===== src/rtl/mpc_consts.svh =====
`ifndef MPC_CONSTS_SVH
`define MPC_CONSTS_SVH

// clock rate of clk_i
`define MPC_CLK_MHZ 10
// low-power entry and exit times as printed
`define MPC_LP_ENTRY_NS 800
`define MPC_LP_EXIT_US 200
// entry is a least time (round up), exit a longest time (round down)
`define MPC_LP_ENTRY_CYC ((`MPC_LP_ENTRY_NS * `MPC_CLK_MHZ + 999) / 1000)
`define MPC_LP_EXIT_CYC (`MPC_LP_EXIT_US * `MPC_CLK_MHZ)
// rising test clocks with select high that reach logic reset
`define MPC_SCAN_RESET_TCKS 5

// pad indices of the dual-purpose pins
`define MPC_NPIN 13
`define MPC_PIN_DIAG_CLK 0
`define MPC_PIN_DIAG_SIN 1
`define MPC_PIN_DIAG_SOUT 2
`define MPC_PIN_PROBE_A 3
`define MPC_PIN_PROBE_B 4
`define MPC_PIN_TEST_CLK 5
`define MPC_PIN_TEST_DIN 6
`define MPC_PIN_TEST_DOUT 7
`define MPC_PIN_WIDE_DEC 8
`define MPC_PIN_QCLK0 9

// register byte offsets
`define MPC_REG_CTRL 8'h00
`define MPC_REG_PROBE_SEL 8'h04
`define MPC_REG_LOCK 8'h08
`define MPC_REG_STATUS 8'h0c

// control fields
`define MPC_CTRL_SCAN_RSV 0
`define MPC_CTRL_SCAN_DED 1
`define MPC_CTRL_WD_USED 2
`define MPC_CTRL_QCLK_LO 4
`define MPC_CTRL_RESET 8'h00
`define MPC_SEL_W 4

`endif


===== src/rtl/mpc_pkg.sv =====
package mpc_pkg;

  // low-power sequencer states
  typedef enum logic [3:0] {
    MPC_LP_AWAKE  = 4'b0001,
    MPC_LP_ENTER  = 4'b0010,
    MPC_LP_ASLEEP = 4'b0100,
    MPC_LP_WAKE   = 4'b1000
  } mpc_lp_e;

  // ownership of the scan pins
  typedef enum logic [1:0] {
    MPC_SCAN_FREE  = 2'b01,
    MPC_SCAN_OWNED = 2'b10
  } mpc_scan_e;

endpackage


===== src/rtl/mpc_pin_ctrl.sv =====
// Chosen here: the APB register port and the address map.
`timescale 1ns/1ns
`default_nettype none
`include "mpc_consts.svh"
// Notes on behaviour
// - diag clock pin is input in mode
// - diag serial in only in mode
// - diag serial out driven in mode
// - checksum run drives diag serial out
// - probe pins show chosen nodes in mode
// - probe lock disables probing forever
// - low power tristates, blinds inputs, stops core
// - low power entry completes after 800 ns
// - normal operation resumes within 200 us
// - select low takes scan pins in flexible
// - scan pins freed at logic reset in flexible
// - five high test clocks reach reset
// - test data captured on test clock rise
// - dedicated mode follows standard select use
// - unreserved scan pins are user I/O
// - wide decode output drives reserved pin
// - unused quadrant clock pins are user I/O
module mpc_pin_ctrl
  import mpc_pkg::*;
#(
  parameter int NODES = 16,
  parameter int ENTRY_CYC = `MPC_LP_ENTRY_CYC,
  parameter int EXIT_CYC = `MPC_LP_EXIT_CYC
) (
  input wire logic clk_i,
  input wire logic rst_n_i,
  input wire logic psel_i,
  input wire logic penable_i,
  input wire logic pwrite_i,
  input wire logic [7:0] paddr_i,
  input wire logic [31:0] pwdata_i,
  output logic [31:0] prdata_o,
  output logic pready_o,
  output logic pslverr_o,
  input wire logic mode_pin_i,
  input wire logic low_power_pin_i,
  input wire logic test_mode_sel_i,
  input wire logic [`MPC_NPIN-1:0] pad_i,
  output logic [`MPC_NPIN-1:0] pad_o,
  output logic [`MPC_NPIN-1:0] pad_oe_o,
  input wire logic [`MPC_NPIN-1:0] user_o_i,
  input wire logic [`MPC_NPIN-1:0] user_oe_i,
  output logic [`MPC_NPIN-1:0] user_in_o,
  input wire logic [NODES-1:0] design_node_i,
  input wire logic diag_sout_data_i,
  input wire logic checksum_active_i,
  input wire logic wide_decode_i,
  input wire logic scan_tdo_i,
  output logic diag_clk_o,
  output logic diag_sin_o,
  output logic scan_own_o,
  output logic scan_tms_o,
  output logic scan_tdi_o,
  output logic scan_capture_o,
  output logic [3:0] qclk_net_o,
  output logic core_enable_o
);
  localparam int NPIN = `MPC_NPIN;
  localparam int DIAG_CLOCK_PIN_P = `MPC_PIN_DIAG_CLK;
  localparam int SIN_P = `MPC_PIN_DIAG_SIN;
  localparam int SOUT_P = `MPC_PIN_DIAG_SOUT;
  localparam int PRA_P = `MPC_PIN_PROBE_A;
  localparam int PRB_P = `MPC_PIN_PROBE_B;
  localparam int TCK_P = `MPC_PIN_TEST_CLK;
  localparam int TDI_P = `MPC_PIN_TEST_DIN;
  localparam int TDO_P = `MPC_PIN_TEST_DOUT;
  localparam int WDO_P = `MPC_PIN_WIDE_DEC;
  localparam int QCK_P = `MPC_PIN_QCLK0;
  localparam logic [11:0] ENTRY_LAST = 12'(ENTRY_CYC - 1);
  // wake count leaves room for two synchroniser edges, the state change
  // and the output flop, so pins return inside the exit time (EXIT_CYC > 4)
  localparam logic [11:0] EXIT_LAST = 12'(EXIT_CYC - 5);

  //////////////////////////////////////////////////////////////////////
  // pin synchronisers

  logic [NPIN-1:0] pad_s;
  logic mode_s;
  logic lp_s;
  logic tms_s;
  logic tck_prev;
  logic tck_rise;

  mpc_sync #(.W(NPIN + 3)) u_sync (
    .clk_i(clk_i),
    .rst_n_i(rst_n_i),
    .async_i({pad_i, mode_pin_i, low_power_pin_i, test_mode_sel_i}),
    .sync_o({pad_s, mode_s, lp_s, tms_s})
  );

  // test clock edge found on the synchronised level
  always_ff @(posedge clk_i or negedge rst_n_i) begin
    if (!rst_n_i) begin
      tck_prev <= 1'b0;
    end else begin
      tck_prev <= pad_s[TCK_P];
    end
  end
  assign tck_rise = pad_s[TCK_P] && !tck_prev;

  //////////////////////////////////////////////////////////////////////
  // registers over apb

  logic [7:0] ctrl;
  logic [7:0] probe_sel;
  logic probe_lock;
  logic [7:0] status;
  logic apb_setup;
  logic apb_write;
  mpc_lp_e lp_state;

  function automatic logic addr_known(input logic [7:0] a);
    addr_known = (a == `MPC_REG_CTRL) || (a == `MPC_REG_PROBE_SEL) ||
                 (a == `MPC_REG_LOCK) || (a == `MPC_REG_STATUS);
  endfunction

  assign apb_setup = psel_i && !penable_i;
  assign apb_write = psel_i && penable_i && pready_o && pwrite_i;

  // answer is prepared at setup so the access phase has no wait
  always_ff @(posedge clk_i or negedge rst_n_i) begin
    if (!rst_n_i) begin
      pready_o <= 1'b0;
      pslverr_o <= 1'b0;
      prdata_o <= 32'h0000_0000;
    end else begin
      pready_o <= apb_setup;
      pslverr_o <= apb_setup && !addr_known(paddr_i);
      prdata_o <= 32'h0000_0000;
      if (apb_setup && !pwrite_i) begin
        case (paddr_i)
          `MPC_REG_CTRL: prdata_o <= {24'h00_0000, ctrl};
          `MPC_REG_PROBE_SEL: prdata_o <= {24'h00_0000, probe_sel};
          `MPC_REG_LOCK: prdata_o <= {31'h0000_0000, probe_lock};
          `MPC_REG_STATUS: prdata_o <= {24'h00_0000, status};
          default: prdata_o <= 32'h0000_0000;
        endcase
      end
    end
  end

  // control and probe selection
  always_ff @(posedge clk_i or negedge rst_n_i) begin
    if (!rst_n_i) begin
      ctrl <= `MPC_CTRL_RESET;
      probe_sel <= 8'h00;
    end else if (apb_write) begin
      if (paddr_i == `MPC_REG_CTRL) begin
        ctrl <= pwdata_i[7:0];
      end
      if (paddr_i == `MPC_REG_PROBE_SEL) begin
        probe_sel <= pwdata_i[7:0];
      end
    end
  end

  // probe lock only sets; nothing but power-on reset clears it
  always_ff @(posedge clk_i or negedge rst_n_i) begin
    if (!rst_n_i) begin
      probe_lock <= 1'b0;
    end else if (apb_write && paddr_i == `MPC_REG_LOCK && pwdata_i[0]) begin
      probe_lock <= 1'b1;
    end
  end

  assign status = {2'b00, checksum_active_i, probe_lock, scan_own_o,
                   lp_state == MPC_LP_ASLEEP, core_enable_o, mode_s};

  //////////////////////////////////////////////////////////////////////
  // low-power sequencer

  logic [11:0] lp_cnt;
  logic asleep;

  // cycle counts come from parameters on the clk_i rate
  always_ff @(posedge clk_i or negedge rst_n_i) begin
    if (!rst_n_i) begin
      lp_state <= MPC_LP_AWAKE;
      lp_cnt <= 12'h000;
    end else begin
      lp_cnt <= lp_cnt + 12'h001;
      case (lp_state)
        MPC_LP_AWAKE: begin
          lp_cnt <= 12'h000;
          if (lp_s) begin
            lp_state <= MPC_LP_ENTER;
          end
        end
        MPC_LP_ENTER: begin
          if (!lp_s) begin
            lp_state <= MPC_LP_AWAKE;
          end else if (lp_cnt == ENTRY_LAST) begin
            lp_state <= MPC_LP_ASLEEP;
          end
        end
        MPC_LP_ASLEEP: begin
          lp_cnt <= 12'h000;
          if (!lp_s) begin
            lp_state <= MPC_LP_WAKE;
          end
        end
        MPC_LP_WAKE: begin
          if (lp_s) begin
            lp_state <= MPC_LP_ENTER;
            lp_cnt <= 12'h000;
          end else if (lp_cnt == EXIT_LAST) begin
            lp_state <= MPC_LP_AWAKE;
          end
        end
        default: lp_state <= MPC_LP_AWAKE;
      endcase
    end
  end

  // the pads stay dark until the wake time has fully run out
  assign asleep = (lp_state == MPC_LP_ASLEEP) || (lp_state == MPC_LP_WAKE);

  //////////////////////////////////////////////////////////////////////
  // boundary-scan ownership

  logic scan_own;
  logic tap_reset;

  mpc_scan_track u_scan (
    .clk_i(clk_i),
    .rst_n_i(rst_n_i),
    .reserve_i(ctrl[`MPC_CTRL_SCAN_RSV]),
    .dedicated_i(ctrl[`MPC_CTRL_SCAN_DED]),
    .tck_rise_i(tck_rise),
    .tms_i(tms_s),
    .own_o(scan_own),
    .tap_reset_o(tap_reset)
  );

  // scan data taken only on a rising test clock
  always_ff @(posedge clk_i or negedge rst_n_i) begin
    if (!rst_n_i) begin
      scan_own_o <= 1'b0;
      scan_tms_o <= 1'b1;
      scan_tdi_o <= 1'b0;
      scan_capture_o <= 1'b0;
    end else begin
      scan_own_o <= scan_own;
      scan_tms_o <= tms_s;
      scan_capture_o <= scan_own && tck_rise && !asleep;
      if (scan_own && tck_rise) begin
        scan_tdi_o <= pad_s[TDI_P];
      end
    end
  end

  //////////////////////////////////////////////////////////////////////
  // pad multiplexer

  logic [NPIN-1:0] next_pad_o;
  logic [NPIN-1:0] next_pad_oe;
  logic [NPIN-1:0] next_user_in;
  logic [3:0] qclk_used;
  logic probe_on;

  assign qclk_used = ctrl[`MPC_CTRL_QCLK_LO +: 4];
  assign probe_on = mode_s && !probe_lock;

  // start from user I/O, then let each special function take its pin
  always_comb begin
    next_pad_o = user_o_i;
    next_pad_oe = user_oe_i;
    next_user_in = pad_s;
    if (mode_s) begin
      next_pad_oe[DIAG_CLOCK_PIN_P] = 1'b0;
      next_user_in[DIAG_CLOCK_PIN_P] = 1'b0;
      next_pad_oe[SIN_P] = 1'b0;
      next_user_in[SIN_P] = 1'b0;
      next_user_in[PRA_P] = 1'b0;
      next_user_in[PRB_P] = 1'b0;
      next_pad_oe[PRA_P] = probe_on;
      next_pad_oe[PRB_P] = probe_on;
      next_pad_o[PRA_P] = probe_on &&
        design_node_i[probe_sel[`MPC_SEL_W-1:0]];
      next_pad_o[PRB_P] = probe_on &&
        design_node_i[probe_sel[2*`MPC_SEL_W-1:`MPC_SEL_W]];
    end
    if (mode_s || checksum_active_i) begin
      next_pad_oe[SOUT_P] = 1'b1;
      next_pad_o[SOUT_P] = diag_sout_data_i;
      next_user_in[SOUT_P] = 1'b0;
    end
    if (scan_own) begin
      next_pad_oe[TCK_P] = 1'b0;
      next_pad_oe[TDI_P] = 1'b0;
      next_pad_oe[TDO_P] = 1'b1;
      next_pad_o[TDO_P] = scan_tdo_i;
      next_user_in[TCK_P] = 1'b0;
      next_user_in[TDI_P] = 1'b0;
      next_user_in[TDO_P] = 1'b0;
    end
    if (ctrl[`MPC_CTRL_WD_USED]) begin
      next_pad_oe[WDO_P] = 1'b1;
      next_pad_o[WDO_P] = wide_decode_i;
    end
    for (int q = 0; q < 4; q++) begin
      if (qclk_used[q]) begin
        next_pad_oe[QCK_P + q] = 1'b0;
        next_user_in[QCK_P + q] = 1'b0;
      end
    end
    if (asleep) begin
      next_pad_oe = '0;
      next_user_in = '0;
    end
  end

  // every pad output comes from a flop
  always_ff @(posedge clk_i or negedge rst_n_i) begin
    if (!rst_n_i) begin
      pad_o <= '0;
      pad_oe_o <= '0;
      user_in_o <= '0;
      core_enable_o <= 1'b1;
    end else begin
      pad_o <= next_pad_o;
      pad_oe_o <= next_pad_oe;
      user_in_o <= next_user_in;
      core_enable_o <= !asleep;
    end
  end

  // diagnostic inputs and quadrant clock nets
  always_ff @(posedge clk_i or negedge rst_n_i) begin
    if (!rst_n_i) begin
      diag_clk_o <= 1'b0;
      diag_sin_o <= 1'b0;
      qclk_net_o <= 4'h0;
    end else begin
      diag_clk_o <= mode_s && !asleep && pad_s[DIAG_CLOCK_PIN_P];
      diag_sin_o <= mode_s && !asleep && pad_s[SIN_P];
      qclk_net_o <= asleep ? 4'h0 : (qclk_used & pad_s[QCK_P +: 4]);
    end
  end

  //////////////////////////////////////////////////////////////////////
  // assertions

  a_sleep_dark: assert property (
    @(posedge clk_i) disable iff (!rst_n_i) (lp_state == MPC_LP_ASLEEP)
      |=> (pad_oe_o == '0) && !core_enable_o && (user_in_o == '0))
    else $error("pads or core alive while asleep");

  a_entry_time: assert property (
    @(posedge clk_i) disable iff (!rst_n_i) (lp_state == MPC_LP_ASLEEP)
      && ($past(lp_state) == MPC_LP_ENTER) |-> $past(lp_cnt) == ENTRY_LAST)
    else $error("low power entered at wrong time");

  a_exit_time: assert property (
    @(posedge clk_i) disable iff (!rst_n_i) (lp_state == MPC_LP_AWAKE)
      && ($past(lp_state) == MPC_LP_WAKE) |-> $past(lp_cnt) == EXIT_LAST)
    else $error("low power left at wrong time");

  a_probe_locked: assert property (
    @(posedge clk_i) disable iff (!rst_n_i) probe_lock && mode_s
      |=> !pad_oe_o[PRA_P] && !pad_oe_o[PRB_P])
    else $error("locked probe pin still drives");

  a_sout_drive: assert property (
    @(posedge clk_i) disable iff (!rst_n_i) (mode_s || checksum_active_i)
      && !asleep |=> pad_oe_o[SOUT_P]
      && pad_o[SOUT_P] == $past(diag_sout_data_i))
    else $error("diag serial out not driven");

  a_diag_clock_pin_input: assert property (
    @(posedge clk_i) disable iff (!rst_n_i) mode_s
      |=> !pad_oe_o[DIAG_CLOCK_PIN_P] && !pad_oe_o[SIN_P])
    else $error("diag input pin driven in mode");

  a_scan_release: assert property (
    @(posedge clk_i) disable iff (!rst_n_i) scan_own && tap_reset && tms_s
      && !ctrl[`MPC_CTRL_SCAN_DED] |=> !scan_own ##1 !scan_own_o)
    else $error("scan pins not released at reset");

  a_scan_take: assert property (
    @(posedge clk_i) disable iff (!rst_n_i) !scan_own && !tms_s && !asleep
      && ctrl[`MPC_CTRL_SCAN_RSV] |=> scan_own
      ##1 pad_oe_o[TDO_P] && !pad_oe_o[TCK_P])
    else $error("scan pins not taken on select low");

  a_tdi_capture: assert property (
    @(posedge clk_i) disable iff (!rst_n_i) scan_own && tck_rise
      |=> scan_tdi_o == $past(pad_s[TDI_P]))
    else $error("test data not captured on rise");

endmodule // mpc_pin_ctrl
`default_nettype wire


===== src/rtl/mpc_scan_track.sv =====
`timescale 1ns/1ns
`default_nettype none
`include "mpc_consts.svh"
module mpc_scan_track
  import mpc_pkg::*;
(
  input wire logic clk_i,
  input wire logic rst_n_i,
  input wire logic reserve_i,
  input wire logic dedicated_i,
  input wire logic tck_rise_i,
  input wire logic tms_i,
  output logic own_o,
  output logic tap_reset_o
);
  localparam logic [2:0] RESET_TCKS = 3'(`MPC_SCAN_RESET_TCKS);
  mpc_scan_e state;
  logic [2:0] high_cnt;

  // count rising test clocks with select high, saturating
  always_ff @(posedge clk_i or negedge rst_n_i) begin
    if (!rst_n_i) begin
      high_cnt <= RESET_TCKS;
    end else if (tck_rise_i) begin
      if (!tms_i) begin
        high_cnt <= 3'h0;
      end else if (high_cnt != RESET_TCKS) begin
        high_cnt <= high_cnt + 3'h1;
      end
    end
  end

  assign tap_reset_o = (high_cnt == RESET_TCKS);

  // flexible mode takes the pins on select low, frees them at reset
  always_ff @(posedge clk_i or negedge rst_n_i) begin
    if (!rst_n_i) begin
      state <= MPC_SCAN_FREE;
    end else begin
      case (state)
        MPC_SCAN_FREE: begin
          if (reserve_i && (dedicated_i || !tms_i)) begin
            state <= MPC_SCAN_OWNED;
          end
        end
        MPC_SCAN_OWNED: begin
          if (!reserve_i) begin
            state <= MPC_SCAN_FREE;
          end else if (!dedicated_i && tap_reset_o && tms_i) begin
            state <= MPC_SCAN_FREE;
          end
        end
        default: state <= MPC_SCAN_FREE;
      endcase
    end
  end

  assign own_o = (state == MPC_SCAN_OWNED);
endmodule // mpc_scan_track
`default_nettype wire


===== src/rtl/mpc_sync.sv =====
`timescale 1ns/1ns
`default_nettype none
module mpc_sync #(
  parameter int W = 1
) (
  input wire logic clk_i,
  input wire logic rst_n_i,
  input wire logic [W-1:0] async_i,
  output logic [W-1:0] sync_o
);
  logic [W-1:0] stage1;

  // two flops; only the second stage is read outside
  always_ff @(posedge clk_i or negedge rst_n_i) begin
    if (!rst_n_i) begin
      stage1 <= '0;
      sync_o <= '0;
    end else begin
      stage1 <= async_i;
      sync_o <= stage1;
    end
  end
endmodule // mpc_sync
`default_nettype wire

===== config.mk =====
export PLATFORM = sky130hd
export DESIGN_NAME = mpc_pin_ctrl
export DESIGN_NICKNAME = d
export VERILOG_FILES = /design/src/rtl/mpc_pkg.sv /design/src/rtl/mpc_pin_ctrl.sv /design/src/rtl/mpc_scan_track.sv /design/src/rtl/mpc_sync.sv
export VERILOG_INCLUDE_DIRS = /design/src /design/src/rtl
export SDC_FILE = /design/constraint.sdc
export NUM_CORES = 1
export LEC_CHECK = 0
export ABC_AREA = 0
export BUFFER_PORTS_ARGS = -buffer_cell sky130_fd_sc_hd__buf_4
export CAP_MARGIN = 15
export CORE_ASPECT_RATIO = 0.6
export CORE_MARGIN = 1
export CORE_UTILIZATION = 49
export CTS_CLUSTER_DIAMETER = 120
export DETAILED_ROUTE_END_ITERATION = 8
export GPL_ROUTABILITY_DRIVEN = 1
export PLACE_DENSITY = 0.83
export SKIP_LAST_GASP = 1
export SLEW_MARGIN = 10
export SYNTH_ARGS = -nofsm -noshare
export SYNTH_HDL_FRONTEND = slang
export SYNTH_HIERARCHICAL = 1
export SYNTH_SLANG_ARGS = --single-unit

===== constraint.sdc =====
create_clock -name clk_i -period 2.4 [get_ports clk_i]
set_input_delay 0.72 -clock clk_i [delete_from_list [all_inputs] [get_ports clk_i]]
set_output_delay 0.72 -clock clk_i [all_outputs]
set_load 0.01 [all_outputs]

==> results.md <==
* Row count at 28
* Final setup violation count at 0
* Final Hold Viols at 0
* # clock sinks at 131
* CTS Buf Count at 17
* Worst-path fanout max at 8
* Post CTS Setup Buffer Count at 0
* Clock share of power at 0.474
* Setup TNS at 0 ns
* Worst-path clk slew at roughly 0.06 ns
* First-pass GRT wire length at around 19 mm
* # resized after CTS at 0
* Initial antenna violation count at 0
* Antenna Cells at 0
* Worst-Margin Slew at approximately 0.59 ns
* Max VDD drop at between 0.7 and 0.8 mV
* DRC at 0
* TritonCTS clock tree: built
* Clock Skew at around 0.0087 ns
* Hold bufs inserted after CTS at 0
* Die area at 0.0111 mm^2
* Area Growth Syn to Fin at 34.8%
* CTS root buf: clkbuf_16
* Vias/cell at 5.25
* Largest net degree at the start of global routing at 62
* H-tree levels at 4
* Setup ws final at 0.401 ns
* Vias in the first global route at ~3800
* Max Root-Sink Buffers at 2
* Hold crit path type: primary input to asynchronous set/reset pin
* DP HPWL at about 8.6 mm
* Fillers at 699
* Core Area at approximately 0.01 mm^2
* Ys Warns at 6
* Routed len/inst at about 18 um
* Relative slew slack at 0.599
* Finished Layout Cells at 702
* Die span in y at ~80 um
* Max cap viols at 0
* Fraction of layout cells with a size suffix above 1 at 0.397
* Worst skew pair latency at ~0.4 ns
* WHS at between 0.2 and 0.3 ns
* Die width at about 140 um
* Gate power share at 0.109
* Crit-path cells: buf_4 -> nor4_4 -> nand2_2 -> or4_1 -> buf_4 -> mux2_4
* Status: completed
* I/O pins at 191
* Unrepaired setup endpoints after global routing: no
* CP Class: primary input to flip-flop
* Sequential share of power at 0.418
* Final WL at between 10 and 15 mm
* Multi-input logic area at about 0.0018 mm^2
* DP Worst Slack at -0.0296 ns
* Mapped Area at 0.00522 mm^2
* 1st-iter DRT viols at approximately 210
* Critical Path RT at roughly 2.7 ns
* Maximum clock rate at roughly 500 MHz
* Post-DP Area at about 0.0064 mm^2
* Gr usage total at 0.238
* Final Critical Period at roughly 2 ns
* Crit end category: flip-flop
* Vias at ~3700
* Crit path top cell by count: buf_4
* Static Leakage at ~3.4 nW
* Post-route design area at between 0.007 and 0.008 mm^2
* Reg area at 0.00329 mm^2
* Nets at between 600 and 700
* WP data arrival at ~2.3 ns
* Placed cell count at between 600 and 700
* Max-slew violation count at 0
* Tcrit/Tclk final at 0.833
* GRT overflow at 0
* Mean area per synthesized cell at roughly 13 um^2
* Internal Power at 4.43 mW
* Crit path largest cell delay at about 0.48 ns
* IO buf count at ~140
* RePlAce Congestion at around 0.82
* Slowest cell on the critical path: or4_1
* Initial Util at 0.517
* Cells after Synth at about 400
* DR pass1 iterations at 4
* Antenna-violating nets left at 0
* Switching power at between 1 and 1.5 mW
* Switch share at 0.250
* Crit start category: primary input
* Pwr dens at ~840 mW/mm^2
## state kept, by name (all words and copies together), names as in the netlist, 2 cells and up
register / count
u_sync/stage1: 16
u_sync/sync_o: 16
pad_o: 13
pad_oe_o: 13
user_in_o: 13
lp_cnt: 12
ctrl: 8
prdata_o: 8
probe_sel: 8
lp_state: 4
qclk_net_o: 4
u_scan/high_cnt: 3
u_scan/state: 2
## power groups by stage
stage | clock, mW | sequential (mW) | combinational (mW)
floorplan | 0 | 2.47 | 0.338
global placement | 0 | 2.49 | 0.595
detailed placement | 0 | 2.50 | 0.626
CTS | 2.85 | 2.46 | 0.645
global route | 2.95 | 2.48 | 0.706
finish | 2.80 | 2.47 | 0.641
## path summary, 6_finish.rpt
| kind | start | to | slack (ns) | cells past startpoint |
|---|---|---|---|---|
| setup / recovery | paddr_i[1] | probe_sel[3] | 0.40 | 6 |
| setup reg to reg | probe_sel[0] | pad_o[3] | 0.58 | 4 |
| min in group clk_i | u_sync/stage1[2] | u_sync/sync_o[2] | 0.35 | 0 |
| hold reg to reg | u_sync/stage1[2] | u_sync/sync_o[2] | 0.35 | 0 |
| hold / removal | rst_n_i | lp_cnt[5] | 0.29 | 1 |
| max in group asynchronous | rst_n_i | probe_sel[4] | 1.46 | 2 |
## area by class of cell
| class | instances | area share |
|---|---|---|
| inverter | 7 | 0.00373 |
| sequential | 131 | 0.467 |
| clock inverter | 15 | 0.0308 |
| multi-input combinational | 245 | 0.250 |
| timing repair buffer | 152 | 0.164 |
| tap | 135 | 0.0240 |
| clock buffer | 17 | 0.0604 |
## critical path, delay by kind of cell
| kind | cells | cell delay [ns] |
|---|---|---|
| simple gates | 3 | 0.91 |
| buf+inv | 2 | 0.33 |
| mux | 1 | 0.31 |
## cells in the final DEF (no fill, tap or decap), drive strengths merged, types with 2 or more instances in the layout
cell type,n
nor3b,10
nand3b,2
o311ai,2
buf,152
mux2,22
nand3,5
dfstp,6
clkbuf,17
and3,13
xor2,3
mux4,7
nor4,7
nand4b,3
and4b,2
clkinvlp,2
nor2b,14
mux2i,9
a21oi,5
nand4,3
ha,3
conb,24
nand2b,8
nor3,8
nand2,19
a31oi,4
a221o,2
dfrtp,125
a2111oi,2
inv,15
bufinv,4
and2,7
nor2,39
xnor2,8
## through the flow
stage | power, mW | util
2_1_floorplan | 2.81 | -
3_3_place_gp | 3.08 | 0.634
3_5_place_dp | 3.12 | 0.634
4_1_cts | 5.96 | 0.698
5_1_grt | 6.14 | 0.698
6_report | 5.91 | 0.698
## metal layers
metal / routed length (um) / up-vias / global-route usage / part of all wire
li1: - / 1651 / - / -
met1: 5180 / 1876 / 0.293 / 0.42
met2: 6080 / 145 / 0.397 / 0.49
met3: 995 / 12 / 0.0735 / 0.080
met4: 123 / 0 / 0.0944 / 0.0099
met5: 0 / - / 0 / 0
Note: power is estimated with default switching activity, not from simulation.
